## src/include/facility_codec_pkg.sv

```systemverilog
// Shared codes, types and layouts for the facility component codec
package facility_codec_pkg;

  // ----------------------------------------------------------------
  // Tag fields
  // ----------------------------------------------------------------
  localparam int FORM_BIT = 5;
  localparam int CLASS_HI = 7;
  localparam int CLASS_LO = 6;
  localparam logic [1:0] CLASS_UNIVERSAL = 2'h0;
  localparam logic [1:0] CLASS_APPLICATION = 2'h1;
  localparam logic [1:0] CLASS_CONTEXT = 2'h2;
  localparam logic [1:0] CLASS_PRIVATE = 2'h3;

  // ----------------------------------------------------------------
  // Length octet
  // ----------------------------------------------------------------
  localparam int LONG_BIT = 7;
  localparam logic [7:0] SHORT_MAX = 8'h7f;
  localparam logic [6:0] LONG_EXTRA = 7'h01;
  localparam logic [7:0] LONG_PREFIX = 8'h81;

  // ----------------------------------------------------------------
  // Component and element tags
  // ----------------------------------------------------------------
  localparam logic [7:0] TAG_INVOKE = 8'ha1;
  localparam logic [7:0] TAG_RESULT = 8'ha2;
  localparam logic [7:0] TAG_ERROR = 8'ha3;
  localparam logic [7:0] TAG_REJECT = 8'ha4;
  localparam logic [7:0] TAG_INVOKE_ID = 8'h02;
  localparam logic [7:0] TAG_LINKED_ID = 8'h80;
  localparam logic [7:0] TAG_NULL = 8'h05;
  localparam logic [7:0] TAG_OP_VALUE = 8'h02;
  localparam logic [7:0] TAG_ERR_VALUE = 8'h02;
  localparam logic [7:0] ID_LEN = 8'h01;
  localparam logic [7:0] NULL_LEN = 8'h00;

  // ----------------------------------------------------------------
  // Operation value codes
  // ----------------------------------------------------------------
  localparam logic [7:0] OP_VALUE_QUERY = 8'h8c;
  localparam logic [7:0] OP_SET_VALUE = 8'h8d;
  localparam logic [7:0] OP_REQUEST_FEATURE = 8'h8f;
  localparam logic [7:0] OP_ABORT = 8'hbe;
  localparam logic [7:0] OP_REDIRECT_CALL = 8'hce;
  localparam logic [7:0] OP_HOLD_CALLER = 8'hcf;
  localparam logic [7:0] OP_RETRIEVE_HOLD = 8'hd0;
  localparam logic [7:0] OP_DROP_TARGET = 8'hd1;
  localparam logic [7:0] OP_CALL_STATUS = 8'hd2;
  localparam logic [7:0] OP_USER_DATA = 8'hd3;

  typedef enum logic [1:0] {
    COMP_INVOKE = 2'h0,
    COMP_RESULT = 2'h1,
    COMP_ERROR = 2'h2,
    COMP_REJECT = 2'h3
  } comp_e;

  // Decoded component descriptor
  typedef struct packed {
    comp_e ctype;
    logic bad;
    logic [7:0] comp_len;
    logic has_iid;
    logic iid_null;
    logic [7:0] iid;
    logic has_link;
    logic [7:0] link_id;
    logic has_val;
    logic [7:0] val;
  } comp_desc_s;

  // Encoder request: code is the operation or error value
  typedef struct packed {
    comp_e ctype;
    logic want_link;
    logic [7:0] code;
    logic [7:0] arg_len;
  } enc_req_s;

  localparam int DESC_W = $bits(comp_desc_s);

endpackage

```

## src/hw/two_entry_buffer.sv

```systemverilog
// Two-entry skid buffer with registered outputs
`timescale 1ns/100ps
module two_entry_buffer #(
  parameter int WIDTH = 8
) (
  input wire logic clk,
  input wire logic reset,
  input wire logic s_valid,
  output logic s_ready,
  input wire logic [WIDTH-1:0] s_data,
  output logic m_valid,
  input wire logic m_ready,
  output logic [WIDTH-1:0] m_data
);

  logic skid_valid, next_skid_valid, next_m_valid;
  logic [WIDTH-1:0] skid, next_skid, next_m_data;
  logic accept, out_free;

  initial begin
    if (WIDTH < 1) $error("two_entry_buffer: WIDTH must be positive");
  end

  // Ready depends only on the skid flop, so the source never sees a
  // combinational path from m_ready.
  assign s_ready = !skid_valid;
  assign accept = s_valid && s_ready;
  assign out_free = !m_valid || m_ready;

  always_comb begin
    next_m_valid = m_valid;
    next_m_data = m_data;
    next_skid_valid = skid_valid;
    next_skid = skid;
    if (out_free) begin
      if (skid_valid) begin
        next_m_valid = 1'b1;
        next_m_data = skid;
        next_skid_valid = 1'b0;
      end else begin
        next_m_valid = accept;
        if (accept) next_m_data = s_data;
      end
    end else if (accept) begin
      next_skid_valid = 1'b1;
      next_skid = s_data;
    end
  end

  always_ff @(posedge clk) begin
    if (reset) begin
      m_valid <= 1'b0;
      m_data <= '0;
      skid_valid <= 1'b0;
      skid <= '0;
    end else begin
      m_valid <= next_m_valid;
      m_data <= next_m_data;
      skid_valid <= next_skid_valid;
      skid <= next_skid;
    end
  end

endmodule // two_entry_buffer

```

## src/hw/facility_component_codec.sv

```systemverilog
// Facility component decoder and header encoder
// Functional notes
// Tag bit 6: 0 primitive element, 1 constructor holding nested elements.
// Lengths up to 127 use one octet, bit 8 clear.
// Longer lengths: prefix bit 8 set, low bits count the extra octets.
// Long length value runs MSB first across the following octets.
// Long length uses fewest octets, no leading zero octet.
// Long length field is exactly two octets here.
// Component type tags a1, a2, a3, a4 select the structure.
// Identifier tags: invoke 02, linked 80, null 05.
// Invoke and linked identifiers one octet; null has zero length.
// Result and error answers carry the answered invoke identifier.
// Reject copies the offending identifier, else sends a null element.
// Invoke assigns its own identifier; other types reuse a received one.
// Optional linked identifier equals a received invoke identifier.
// Operation value tag is 02, value encoded as an integer.
// Operation codes 8c, 8d, 8f, be, ce, cf, d0, d1, d2, d3.
// Error value tag is 02, value an integer.
// Tag bits 8 and 7 give the class.
// Every tag is a single octet.
// Component length excludes type tag and its own length octets.
// Flag malformed: unknown type, bad long prefix, identifier length not one.
`timescale 1ns/100ps
module facility_component_codec
  import facility_codec_pkg::*;
#(
  parameter int HDR_MAX = 12
) (
  input wire logic clk,
  input wire logic reset,
  input wire logic [7:0] rx_byte,
  input wire logic rx_valid,
  output logic rx_ready,
  output logic desc_valid,
  input wire logic desc_ready,
  output comp_desc_s desc,
  input wire logic req_valid,
  output logic req_ready,
  input wire enc_req_s req,
  output logic enc_error,
  output logic [7:0] tx_byte,
  output logic tx_valid,
  input wire logic tx_ready
);

  initial begin
    // Invoke with link in long form is type, 81, length and nine octets
    if (HDR_MAX < 12) $error("HDR_MAX too small for the longest header");
  end

  // ----------------------------------------------------------------
  // Decoder
  // ----------------------------------------------------------------
  typedef enum logic [6:0] {
    D_TYPE = 7'h01, D_LEN = 7'h02, D_LLEN = 7'h04, D_TAG = 7'h08,
    D_ELEN = 7'h10, D_EVAL = 7'h20, D_EMIT = 7'h40
  } dec_state_e;
  typedef enum logic [2:0] {
    K_SKIP = 3'h0, K_IID = 3'h1, K_NULL = 3'h2, K_LINK = 3'h3, K_VAL = 3'h4
  } elem_kind_e;

  dec_state_e st, next_st;
  elem_kind_e kind, next_kind;
  comp_desc_s d, next_d;
  logic [7:0] rem, next_rem, erem, next_erem;
  logic seen, next_seen, cons, next_cons, next_rx_ready;
  logic [7:0] inv_id, next_inv_id, last_id, next_last_id;
  logic inv_ok, next_inv_ok, last_ok, next_last_ok;
  logic fire, last, push, buf_ready;

  assign fire = rx_valid && rx_ready;
  assign last = (rem == 8'h01);

  always_comb begin
    next_st = st;
    next_kind = kind;
    next_d = d;
    next_rem = rem;
    next_erem = erem;
    next_seen = seen;
    next_cons = cons;
    push = 1'b0;
    unique case (st)
      D_TYPE: if (fire) begin
        next_d = '0;
        next_seen = 1'b0;
        next_st = D_LEN;
        unique case (rx_byte)
          TAG_INVOKE: next_d.ctype = COMP_INVOKE;
          TAG_RESULT: next_d.ctype = COMP_RESULT;
          TAG_ERROR: next_d.ctype = COMP_ERROR;
          TAG_REJECT: next_d.ctype = COMP_REJECT;
          default: next_d.bad = 1'b1;
        endcase
      end
      D_LEN: if (fire) begin
        if (rx_byte[LONG_BIT]) begin
          // Without a usable length the rest cannot be delimited
          if (rx_byte[6:0] == LONG_EXTRA) begin
            next_st = D_LLEN;
          end else begin
            next_d.bad = 1'b1;
            next_st = D_EMIT;
          end
        end else begin
          next_rem = rx_byte;
          next_d.comp_len = rx_byte;
          if (rx_byte == 8'h00) begin
            next_d.bad = 1'b1;
            next_st = D_EMIT;
          end else begin
            next_st = D_TAG;
          end
        end
      end
      D_LLEN: if (fire) begin
        next_rem = rx_byte;
        next_d.comp_len = rx_byte;
        if (rx_byte <= SHORT_MAX) begin
          next_d.bad = 1'b1;
          next_st = (rx_byte == 8'h00) ? D_EMIT : D_TAG;
        end else begin
          next_st = D_TAG;
        end
      end
      D_TAG: if (fire) begin
        next_rem = rem - 8'h01;
        next_seen = 1'b1;
        next_cons = rx_byte[FORM_BIT];
        next_kind = K_SKIP;
        // One octet per tag; class bits need no separate handling
        if (!seen) begin
          if (rx_byte == TAG_INVOKE_ID) next_kind = K_IID;
          else if (rx_byte == TAG_NULL) next_kind = K_NULL;
          else next_d.bad = 1'b1;
        end else if (rx_byte == TAG_LINKED_ID && !d.has_link &&
                     d.ctype == COMP_INVOKE) begin
          next_kind = K_LINK;
          next_d.has_link = 1'b1;
        end else if (rx_byte == TAG_OP_VALUE && !d.has_val) begin
          next_kind = K_VAL;
          next_d.has_val = 1'b1;
        end
        if (last) begin
          next_d.bad = 1'b1;
          next_st = D_EMIT;
        end else begin
          next_st = D_ELEN;
        end
      end
      D_ELEN: if (fire) begin
        next_rem = rem - 8'h01;
        next_erem = rx_byte;
        if ((kind == K_IID || kind == K_LINK) && rx_byte != ID_LEN)
          next_d.bad = 1'b1;
        if (kind == K_NULL) begin
          next_d.iid_null = 1'b1;
          if (rx_byte != NULL_LEN) next_d.bad = 1'b1;
        end
        if (rx_byte[LONG_BIT]) begin
          // Long element lengths are not followed; mark and skip out
          next_d.bad = 1'b1;
          next_erem = rem;
          next_kind = K_SKIP;
          next_st = last ? D_EMIT : D_EVAL;
        end else if (cons || rx_byte == 8'h00) begin
          next_st = last ? D_EMIT : D_TAG;
        end else if (last) begin
          next_d.bad = 1'b1;
          next_st = D_EMIT;
        end else begin
          next_st = D_EVAL;
        end
      end
      D_EVAL: if (fire) begin
        next_rem = rem - 8'h01;
        next_erem = erem - 8'h01;
        unique case (kind)
          K_IID: begin
            next_d.iid = rx_byte;
            next_d.has_iid = 1'b1;
          end
          K_LINK: next_d.link_id = rx_byte;
          K_VAL: next_d.val = rx_byte;
          default: ;
        endcase
        if (last) begin
          if (erem != 8'h01) next_d.bad = 1'b1;
          next_st = D_EMIT;
        end else if (erem == 8'h01) begin
          next_st = D_TAG;
        end
      end
      D_EMIT: if (buf_ready) begin
        push = 1'b1;
        next_st = D_TYPE;
      end
    endcase
    next_rx_ready = (next_st != D_EMIT);
  end

  // ----------------------------------------------------------------
  // Identifier memory
  // ----------------------------------------------------------------
  always_comb begin
    next_inv_id = inv_id;
    next_inv_ok = inv_ok;
    next_last_id = last_id;
    next_last_ok = last_ok;
    if (push) begin
      next_last_id = d.iid;
      next_last_ok = d.has_iid;
      if (d.ctype == COMP_INVOKE && d.has_iid && !d.bad) begin
        next_inv_id = d.iid;
        next_inv_ok = 1'b1;
      end
    end
  end

  two_entry_buffer #(.WIDTH(DESC_W)) desc_buf (
    .clk(clk),
    .reset(reset),
    .s_valid(push),
    .s_ready(buf_ready),
    .s_data(d),
    .m_valid(desc_valid),
    .m_ready(desc_ready),
    .m_data(desc)
  );

  // ----------------------------------------------------------------
  // Encoder
  // ----------------------------------------------------------------
  typedef enum logic [1:0] {E_IDLE = 2'h1, E_SEND = 2'h2} enc_state_e;

  enc_state_e est, next_est;
  logic [7:0] hdr [HDR_MAX];
  logic [7:0] next_hdr [HDR_MAX];
  logic [7:0] e [9];
  logic [3:0] hdr_n, next_hdr_n, idx, next_idx, en, off;
  logic [8:0] clen;
  logic [7:0] own_id, next_own_id, next_tx_byte;
  logic next_tx_valid, next_req_ready, next_enc_error, link_ok;

  always_comb begin
    for (int i = 0; i < 9; i++) e[i] = 8'h00;
    en = 4'h0;
    link_ok = req.want_link && inv_ok;
    if (req.ctype == COMP_REJECT && !last_ok) begin
      e[0] = TAG_NULL;
      e[1] = NULL_LEN;
      en = 4'h2;
    end else begin
      e[0] = TAG_INVOKE_ID;
      e[1] = ID_LEN;
      unique case (req.ctype)
        COMP_INVOKE: e[2] = own_id;
        COMP_REJECT: e[2] = last_id;
        default: e[2] = inv_id;
      endcase
      en = 4'h3;
    end
    if (req.ctype == COMP_INVOKE && link_ok) begin
      e[en] = TAG_LINKED_ID;
      e[en + 4'h1] = ID_LEN;
      e[en + 4'h2] = inv_id;
      en = en + 4'h3;
    end
    if (req.ctype == COMP_INVOKE || req.ctype == COMP_ERROR) begin
      e[en] = (req.ctype == COMP_ERROR) ? TAG_ERR_VALUE : TAG_OP_VALUE;
      e[en + 4'h1] = ID_LEN;
      e[en + 4'h2] = req.code;
      en = en + 4'h3;
    end
    clen = {5'h00, en} + {1'b0, req.arg_len};
  end

  always_comb begin
    next_est = est;
    next_hdr = hdr;
    next_hdr_n = hdr_n;
    next_idx = idx;
    next_own_id = own_id;
    next_tx_byte = tx_byte;
    next_tx_valid = tx_valid;
    next_enc_error = 1'b0;
    off = 4'h2;
    unique case (est)
      E_IDLE: if (req_valid && req_ready) begin
        if (clen[8]) begin
          next_enc_error = 1'b1;
        end else begin
          for (int i = 0; i < HDR_MAX; i++) next_hdr[i] = 8'h00;
          next_hdr[0] = (req.ctype == COMP_INVOKE) ? TAG_INVOKE :
                        (req.ctype == COMP_RESULT) ? TAG_RESULT :
                        (req.ctype == COMP_ERROR) ? TAG_ERROR : TAG_REJECT;
          if (clen[7:0] > SHORT_MAX) begin
            next_hdr[1] = LONG_PREFIX;
            next_hdr[2] = clen[7:0];
            off = 4'h3;
          end else begin
            next_hdr[1] = clen[7:0];
          end
          for (int i = 0; i < 9; i++) next_hdr[off + 4'(i)] = e[i];
          next_hdr_n = off + en;
          if (req.ctype == COMP_INVOKE) next_own_id = own_id + 8'h01;
          next_tx_byte = next_hdr[0];
          next_tx_valid = 1'b1;
          next_idx = 4'h1;
          next_est = E_SEND;
        end
      end
      E_SEND: if (tx_ready) begin
        if (idx == hdr_n) begin
          next_tx_valid = 1'b0;
          next_est = E_IDLE;
        end else begin
          next_tx_byte = hdr[idx];
          next_idx = idx + 4'h1;
        end
      end
    endcase
    next_req_ready = (next_est == E_IDLE);
  end

  always_ff @(posedge clk) begin
    if (reset) begin
      st <= D_TYPE;
      kind <= K_SKIP;
      d <= '0;
      rem <= 8'h00;
      erem <= 8'h00;
      seen <= 1'b0;
      cons <= 1'b0;
      rx_ready <= 1'b1;
      inv_id <= 8'h00;
      inv_ok <= 1'b0;
      last_id <= 8'h00;
      last_ok <= 1'b0;
      est <= E_IDLE;
      for (int i = 0; i < HDR_MAX; i++) hdr[i] <= 8'h00;
      hdr_n <= 4'h0;
      idx <= 4'h0;
      own_id <= 8'h00;
      tx_byte <= 8'h00;
      tx_valid <= 1'b0;
      req_ready <= 1'b1;
      enc_error <= 1'b0;
    end else begin
      st <= next_st;
      kind <= next_kind;
      d <= next_d;
      rem <= next_rem;
      erem <= next_erem;
      seen <= next_seen;
      cons <= next_cons;
      rx_ready <= next_rx_ready;
      inv_id <= next_inv_id;
      inv_ok <= next_inv_ok;
      last_id <= next_last_id;
      last_ok <= next_last_ok;
      est <= next_est;
      hdr <= next_hdr;
      hdr_n <= next_hdr_n;
      idx <= next_idx;
      own_id <= next_own_id;
      tx_byte <= next_tx_byte;
      tx_valid <= next_tx_valid;
      req_ready <= next_req_ready;
      enc_error <= next_enc_error;
    end
  end

endmodule // facility_component_codec

```

## config.mk

```make
export PLATFORM = sky130hd
export DESIGN_NAME = facility_component_codec
export DESIGN_NICKNAME = d
export VERILOG_FILES = /design/src/include/facility_codec_pkg.sv /design/src/hw/two_entry_buffer.sv /design/src/hw/facility_component_codec.sv
export SDC_FILE = /design/constraint.sdc
export NUM_CORES = 1
export LEC_CHECK = 0
export BUFFER_PORTS_ARGS = -buffer_cell sky130_fd_sc_hd__buf_4
export CAP_MARGIN = 5
export CORE_ASPECT_RATIO = 1.2
export CORE_MARGIN = 1.5
export CORE_UTILIZATION = 60
export DETAILED_ROUTE_END_ITERATION = 10
export PLACE_DENSITY = 0.79
export SYNTH_ARGS = -nofsm -noshare
export SYNTH_HDL_FRONTEND = slang
export SYNTH_SLANG_ARGS = --single-unit
```

## constraint.sdc

```tcl
create_clock -name clk -period 13.4 [get_ports clk]
set_input_delay 2.68 -clock clk [delete_from_list [all_inputs] [get_ports clk]]
set_output_delay 2.68 -clock clk [all_outputs]
set_load 0.01 [all_outputs]
```

==> results of run 1 <==
cells in the mapped netlist, drive strengths merged, types with 4 or more instances:
cell / n
dfxtp: 287
nand2: 236
nor2: 220
a21oi: 172
clkbuf: 93
mux2i: 90
o21ai: 90
a211oi: 53
buf: 51
a22oi: 49
nand3: 40
nor3: 39
a31oi: 29
inv: 27
ha: 26
and2: 24
mux4: 21
and3: 15
xnor2: 13
xor2: 12
nor2b: 10
nor4: 10
nand2b: 9
nand4: 9
nor4b: 9
mux2: 8
or3: 8
a32oi: 7
o32ai: 6
a32o: 5
o211ai: 5
o21a: 5
o22ai: 5
or2: 5
a211o: 4
a21boi: 4
a21o: 4
a221oi: 4
a311oi: 4
nand4b: 4
worst max-delay path by stage:
stage / from / end / depth (start not counted)
finish: req[18] / hdr[17] / 17
global route: req[17] / hdr[17] / 18
CTS: req[18] / hdr[17] / 17
detailed placement: req[17] / hdr[23] / 16
global placement: req[18] / hdr[17] / 17
floorplan: req[17] / hdr_n[3] / 22
per-stage QoR:
stage	hold slack [ns]	utilization (%)
2_1_floorplan	0.4287	-
3_3_place_gp	0.4345	62.95
3_5_place_dp	0.4435	62.95
4_1_cts	0.4519	67.04
5_1_grt	0.4753	67.04
6_report	0.4470	67.04
worst max-delay path, stage by stage:
cell	delay, ns
buf_4	0.10
ha_1	0.33
nor2b_1	0.69
clkinv_1	0.51
ha_1	0.41
nand2_1	0.08
o21ai_0	0.27
ha_1	0.42
a211oi_1	0.33
o21ba_2	0.20
o211a_2	0.17
buf_4	0.53
clkinv_1	0.20
buf_4	0.34
mux2_2	0.42
a22oi_1	0.17
o21ai_0	0.09
per-layer routing:
| metal | vias up | wire, um | GRT usage [%] |
|---|---|---|---|
| li1 | 6247 | - | - |
| met1 | 6127 | 15700 | 38.89 |
| met2 | 472 | 19580 | 54.80 |
| met3 | 138 | 2278 | 3.628 |
| met4 | 0 | 2851 | 19.87 |
| met5 | - | 0 | 0 |
power by group through the flow:
stage / Combinational [uW] / Sequential, uW / Clock, uW
floorplan: 151 / 907 / 0
global placement: 207 / 910 / 0
detailed placement: 209 / 911 / 0
CTS: 210 / 892 / 834
global route: 233 / 895 / 867
finish: 213 / 893 / 825
state kept, by name, indices dropped and copies added, names as in the netlist, 3 cells and up:
name and count:
own_id 8, kind 3, erem 8, inv_id 8, desc_buf.m_data 39, tx_byte 8
hdr_n 4, d 39, rem 8, idx 4, hdr 92, st 7
last_id 8, desc_buf.skid 39
cell type report:
type / count / area share, %
Multi-Input combinational cell: 1296 / 49.91
Timing Repair Buffer: 101 / 4.772
Clock inverter: 14 / 0.9090
Tap cell: 320 / 2.508
Inverter: 30 / 0.7053
Sequential cell: 287 / 36.00
Clock buffer: 38 / 5.196
kinds of logic after synthesis:
family | Yosys count
simple gates | 650
compound gates | 475
flops | 287
buf+inv | 174
mux | 119
fa+ha+maj | 27
xor+xnor | 25
==> flow_summary.yaml, run 1 <==
timing:
  finalHoldViolCount: 0
  worst_slack_ns: 5.830
  fin_crit_sh_pct: 56.50
  fin_worst_skew_ns: 0.01724
  drv_slew: 0
  rsz0062_at_grt: "false"
  setup_tns_ns: 0
  slew_headroom_pct: 27.85
  fmax_ghz: 0.1321
  worstMarginPinSlew_ns: 1.072
  min_period_ns: 7.570
  setup_viol: 0
logic_synthesis:
  yosys-top-cells-area: "dfxtp_1, mux2i_1, nand2_1"
  yosys-mux-area-fraction_pct: 10.13
  yosys_warnings: 0
  synth_area_um2: 14460
  syn_nets: 1817
  synth_compound_area_share_pct: 20.61
  syn_inst: 1757
  synth_top_family_by_area: "compound AO/OA/AOI/OAI gates"
  synth-simple-area-share_pct: 20.32
  synth_fa_ha_area_share_pct: 2.389
  ys.flop_type: "dfxtp_1"
  synth-xor-area-share_pct: 1.515
  synth_edf_count: 0
  synth.largest_area_cell: "dfxtp_1"
  yosysTopAreaCellShare_pct: 39.74
  yosysSeqAreaShare_pct: 39.74
  syn_area_per_cell_um2: 8.228
  synth-async-reset-ratio_pct: 0
  synth-seq-cells: 287
  synth_cell_type_count: 84
route:
  drt-total-wl_um: 40410
  drt-initial-drc-count: 1098
  drtAntennaViolNets: 0
  drt_first_pass_iters: 5
  drc: 0
  post_drt_wl_per_cell_um: 19.37
  via_per_inst: 6.224
  vias: 12980
die:
  die_height_um: 173.0
  die_area_um2: 25040
  rows: 62
  dieWidth_um: 144.7
  initial_utilization_pct: 60.70
  pin_count: 85
  core_um2: 23820
power:
  max-vdd-ir-drop_uv: 125.0
  p_seq_share_pct: 46.2
  power_frac_clock_pct: 42.7
  sw_frac_of_total_pct: 26.14
  comb_power_share_pct: 11.0
  power.leakage_uw: 0.005728
  power.switching_uw: 504.7
  powerDensity_nw_per_um2: 120.9
  power.total_uw: 1931
  internal-power_uw: 1426
layout:
  final_common_cell: "dfxtp_1"
  final_cells: 2086
  regArea_um2: 5748
  num-fill-cells: 1975
  num_antenna_cells: 0
  multi_input_area_um2: 7969
  fin_nets: 1805
  layout_common_cells: "dfxtp_1, nand2_1, nor2_1"
  design_area_um2: 15970
  area_growth_syn_to_layout_pct: 10.45
  drive_gt1_share_pct: 12.17
global_routing:
  grt_usage_pct: 32.36
  grt_max_degree: 106
  grt_first_pass_wirelength_um: 64770
  grt_pass1_vias: 12270
  overflow: 0
  antenna_found_initial: 0
clock_tree:
  clockBufferDepth: 3
  cts_tree: "built"
  clk_pin_slew_ns: 0.07
  cts_num_sinks: 287
  cts_root_buf: "clkbuf_16"
  cts_setup_buffers: 0
  post_cts_resized: 0
  clkLatencyLatePin_ns: 0.57
  hold_buffers: 0
  cts_buffers: 29
  htreeDepth: 1
placement:
  place_ws_ns: 5.382
  place_congestion: 0.9549
  dpl.hpwl_um: 27320
  io_buffers: 84
  dpl_cell_area_um2: 14990
  place_inst: 2034
worst_setup_path:
  crit_type: "in -> reg"
  worst-r2r-setup-slack_ns: 8.13
  r2r_start: "last_ok"
  arrival_ns: 8.00
  timing.rr.end: "hdr[17]"
  cp-end-kind: "flip-flop"
  worstSetupStartpointType: "primary input"
  reg2reg_depth: 15
  critPathRequiredTime_ns: 13.83
  crit_fanout: 63
outcome:
  status: "complete, no violations"
hold_path:
  min_from: "hdr[44]"
  holdPathStages: 2
  min_to: "hdr[44]"
  hp-class: "reg -> reg"
job:
  cap_violations: 0
(Power assumes the default switching activity.)
==> run 2, diff against run 1 <==
Settings changed: CORE_UTILIZATION 60 to 55, PLACE_DENSITY 0.79 to 0.76.
Clock period 13.4 ns to 6.39 ns, I/O delays scaled along.
==> run 2 against run 1 <==
Critical path depth grew 1; wire length up 1.5%; register-to-register slack got worse by 5.9 ns; cell area grew 0.78%; critical path type unchanged.
==> flow_summary.yaml, run 2 (same netlist as run 1, synthesis figures left out) <==
clock_tree:
  cts_buffers: 29
  cts_root_buf: "clkbuf_16"
  cts_num_sinks: 287
  clockBufferDepth: 3
  hold_buffers: 0
  cts_setup_buffers: 0
  post_cts_resized: 0
  cts_tree: "built"
  clk_pin_slew_ns: 0.06
  htreeDepth: 1
  clkLatencyLatePin_ns: 0.56
route:
  via_per_inst: 6.217
  drt-initial-drc-count: 1200
  vias: 13080
  drtAntennaViolNets: 0
  drt_first_pass_iters: 6
  drt-total-wl_um: 41010
  post_drt_wl_per_cell_um: 19.49
  drc: 0
die:
  die_height_um: 180.6
  initial_utilization_pct: 56.24
  pin_count: 85
  rows: 64
  core_um2: 25700
  die_area_um2: 27270
  dieWidth_um: 151
worst_setup_path:
  critPathRequiredTime_ns: 6.81
  crit_fanout: 19
  cp-end-kind: "flip-flop"
  crit_type: "in -> reg"
  arrival_ns: 5.57
  worstSetupStartpointType: "primary input"
global_routing:
  antenna_found_initial: 0
  grt_pass1_vias: 12260
  grt_first_pass_wirelength_um: 64940
  grt_usage_pct: 29.81
  grt_max_degree: 137
  overflow: 0
layout:
  largest_register: "hdr"
  final_common_cell: "dfxtp_1"
  layout_common_cells: "dfxtp_1, nand2_1, nor2_1"
  area_growth_syn_to_layout_pct: 11.30
  drive_gt1_share_pct: 12.46
  num_antenna_cells: 0
  num-fill-cells: 2235
  fin_nets: 1811
  largest_register_ffs: 92
timing:
  fmax_ghz: 0.1943
  worstMarginPinSlew_ns: 1.005
  rsz0062_at_grt: "false"
  fin_worst_skew_ns: 0.007977
  setup_tns_ns: 0
  min_period_ns: 5.147
  setup_viol: 0
  fin_crit_sh_pct: 80.54
  finalHoldViolCount: 0
  drv_slew: 0
  slew_headroom_pct: 33.01
  hold_ws_ns: 0.4480
power:
  powerDensity_nw_per_um2: 256.0
  max-vdd-ir-drop_uv: 241.3
  power.leakage_uw: 0.005782
placement:
  place_congestion: 0.9304
  io_buffers: 84
  dpl.hpwl_um: 27870
outcome:
  status: "complete, no violations"
job:
  cap_violations: 0
hold_path:
  hp-class: "reg -> reg"
[run 2: cell count changes in the layout (fill, tap and decap cells not counted), sizes merged]
cell and change:
buf +6, bufinv +1, clkbuf +4, clkinv -3
[run 2: area by class of cell]
type	instances	area [um2]	share of cell area [%]
multi-input cells	1296	7969	49.53
clock inverters	12	160.2	0.9953
inverters	30	112.6	0.6998
flip-flops and latches	287	5749	35.73
clock buffers	42	854.6	5.311
well taps	330	412.9	2.566
repair buffers	107	832.0	5.171
[run 2: per-stage QoR]
stage / worst slack (ns) / util, % / instances / total power, uW / cell area [um2]
2_1_floorplan: 1.292 / - / 1757 / 2219 / 14460
3_3_place_gp: 0.8293 / 58.65 / 2050 / 2350 / 15080
3_5_place_dp: 0.7410 / 58.65 / 2050 / 2357 / 15080
4_1_cts: 1.312 / 62.60 / 2104 / 4134 / 16090
5_1_grt: 0.8991 / 62.60 / 2104 / 4263 / 16090
6_report: 1.243 / 62.60 / 2104 / 4119 / 16090
[run 2: critical path: stages]
cell and delay, ns:
buf_4 0.12, inv_1 0.09, ha_1 0.15, buf_4 0.21, and3_1 0.47, inv_1 0.11
ha_1 0.29, nand2_1 0.08, o21ai_0 0.29, ha_1 0.42, a211oi_1 0.31, o21ba_2 0.20
o211a_2 0.19, clkinv_1 0.38, buf_4 0.36, mux2_2 0.36, a22oi_1 0.15, o21ai_0 0.09
[run 2: final timing paths]
kind | startpoint | end | slack, ns | cells after the start
setup / recovery | req[17] | hdr[17] | 1.24 | 18
setup reg to reg | inv_ok | hdr[17] | 2.22 | 14
hold / removal | hdr[84] | hdr[84] | 0.45 | 2
hold reg to reg | hdr[84] | hdr[84] | 0.45 | 2
[run 2: metal layers]
layer  part of all wire (%)  vias to the layer above  wire length (um)  GRT usage (%)
met2                     49                      505             20210          51.82
met3                    5.9                      107              2407          3.316
li1                       -                     6260                 -              -
met5                      0                        -                 0              0
met4                    5.3                        0              2169          15.15
met1                     40                     6209             16220          35.88
[run 2: report_power, final]
group	internal (uW)	switching, uW	total, uW	leakage (uW)
sequential	1840	45.5	1880	0.00232
clock	1050	737	1790	0.000501
combinational	158	285	443	0.00296
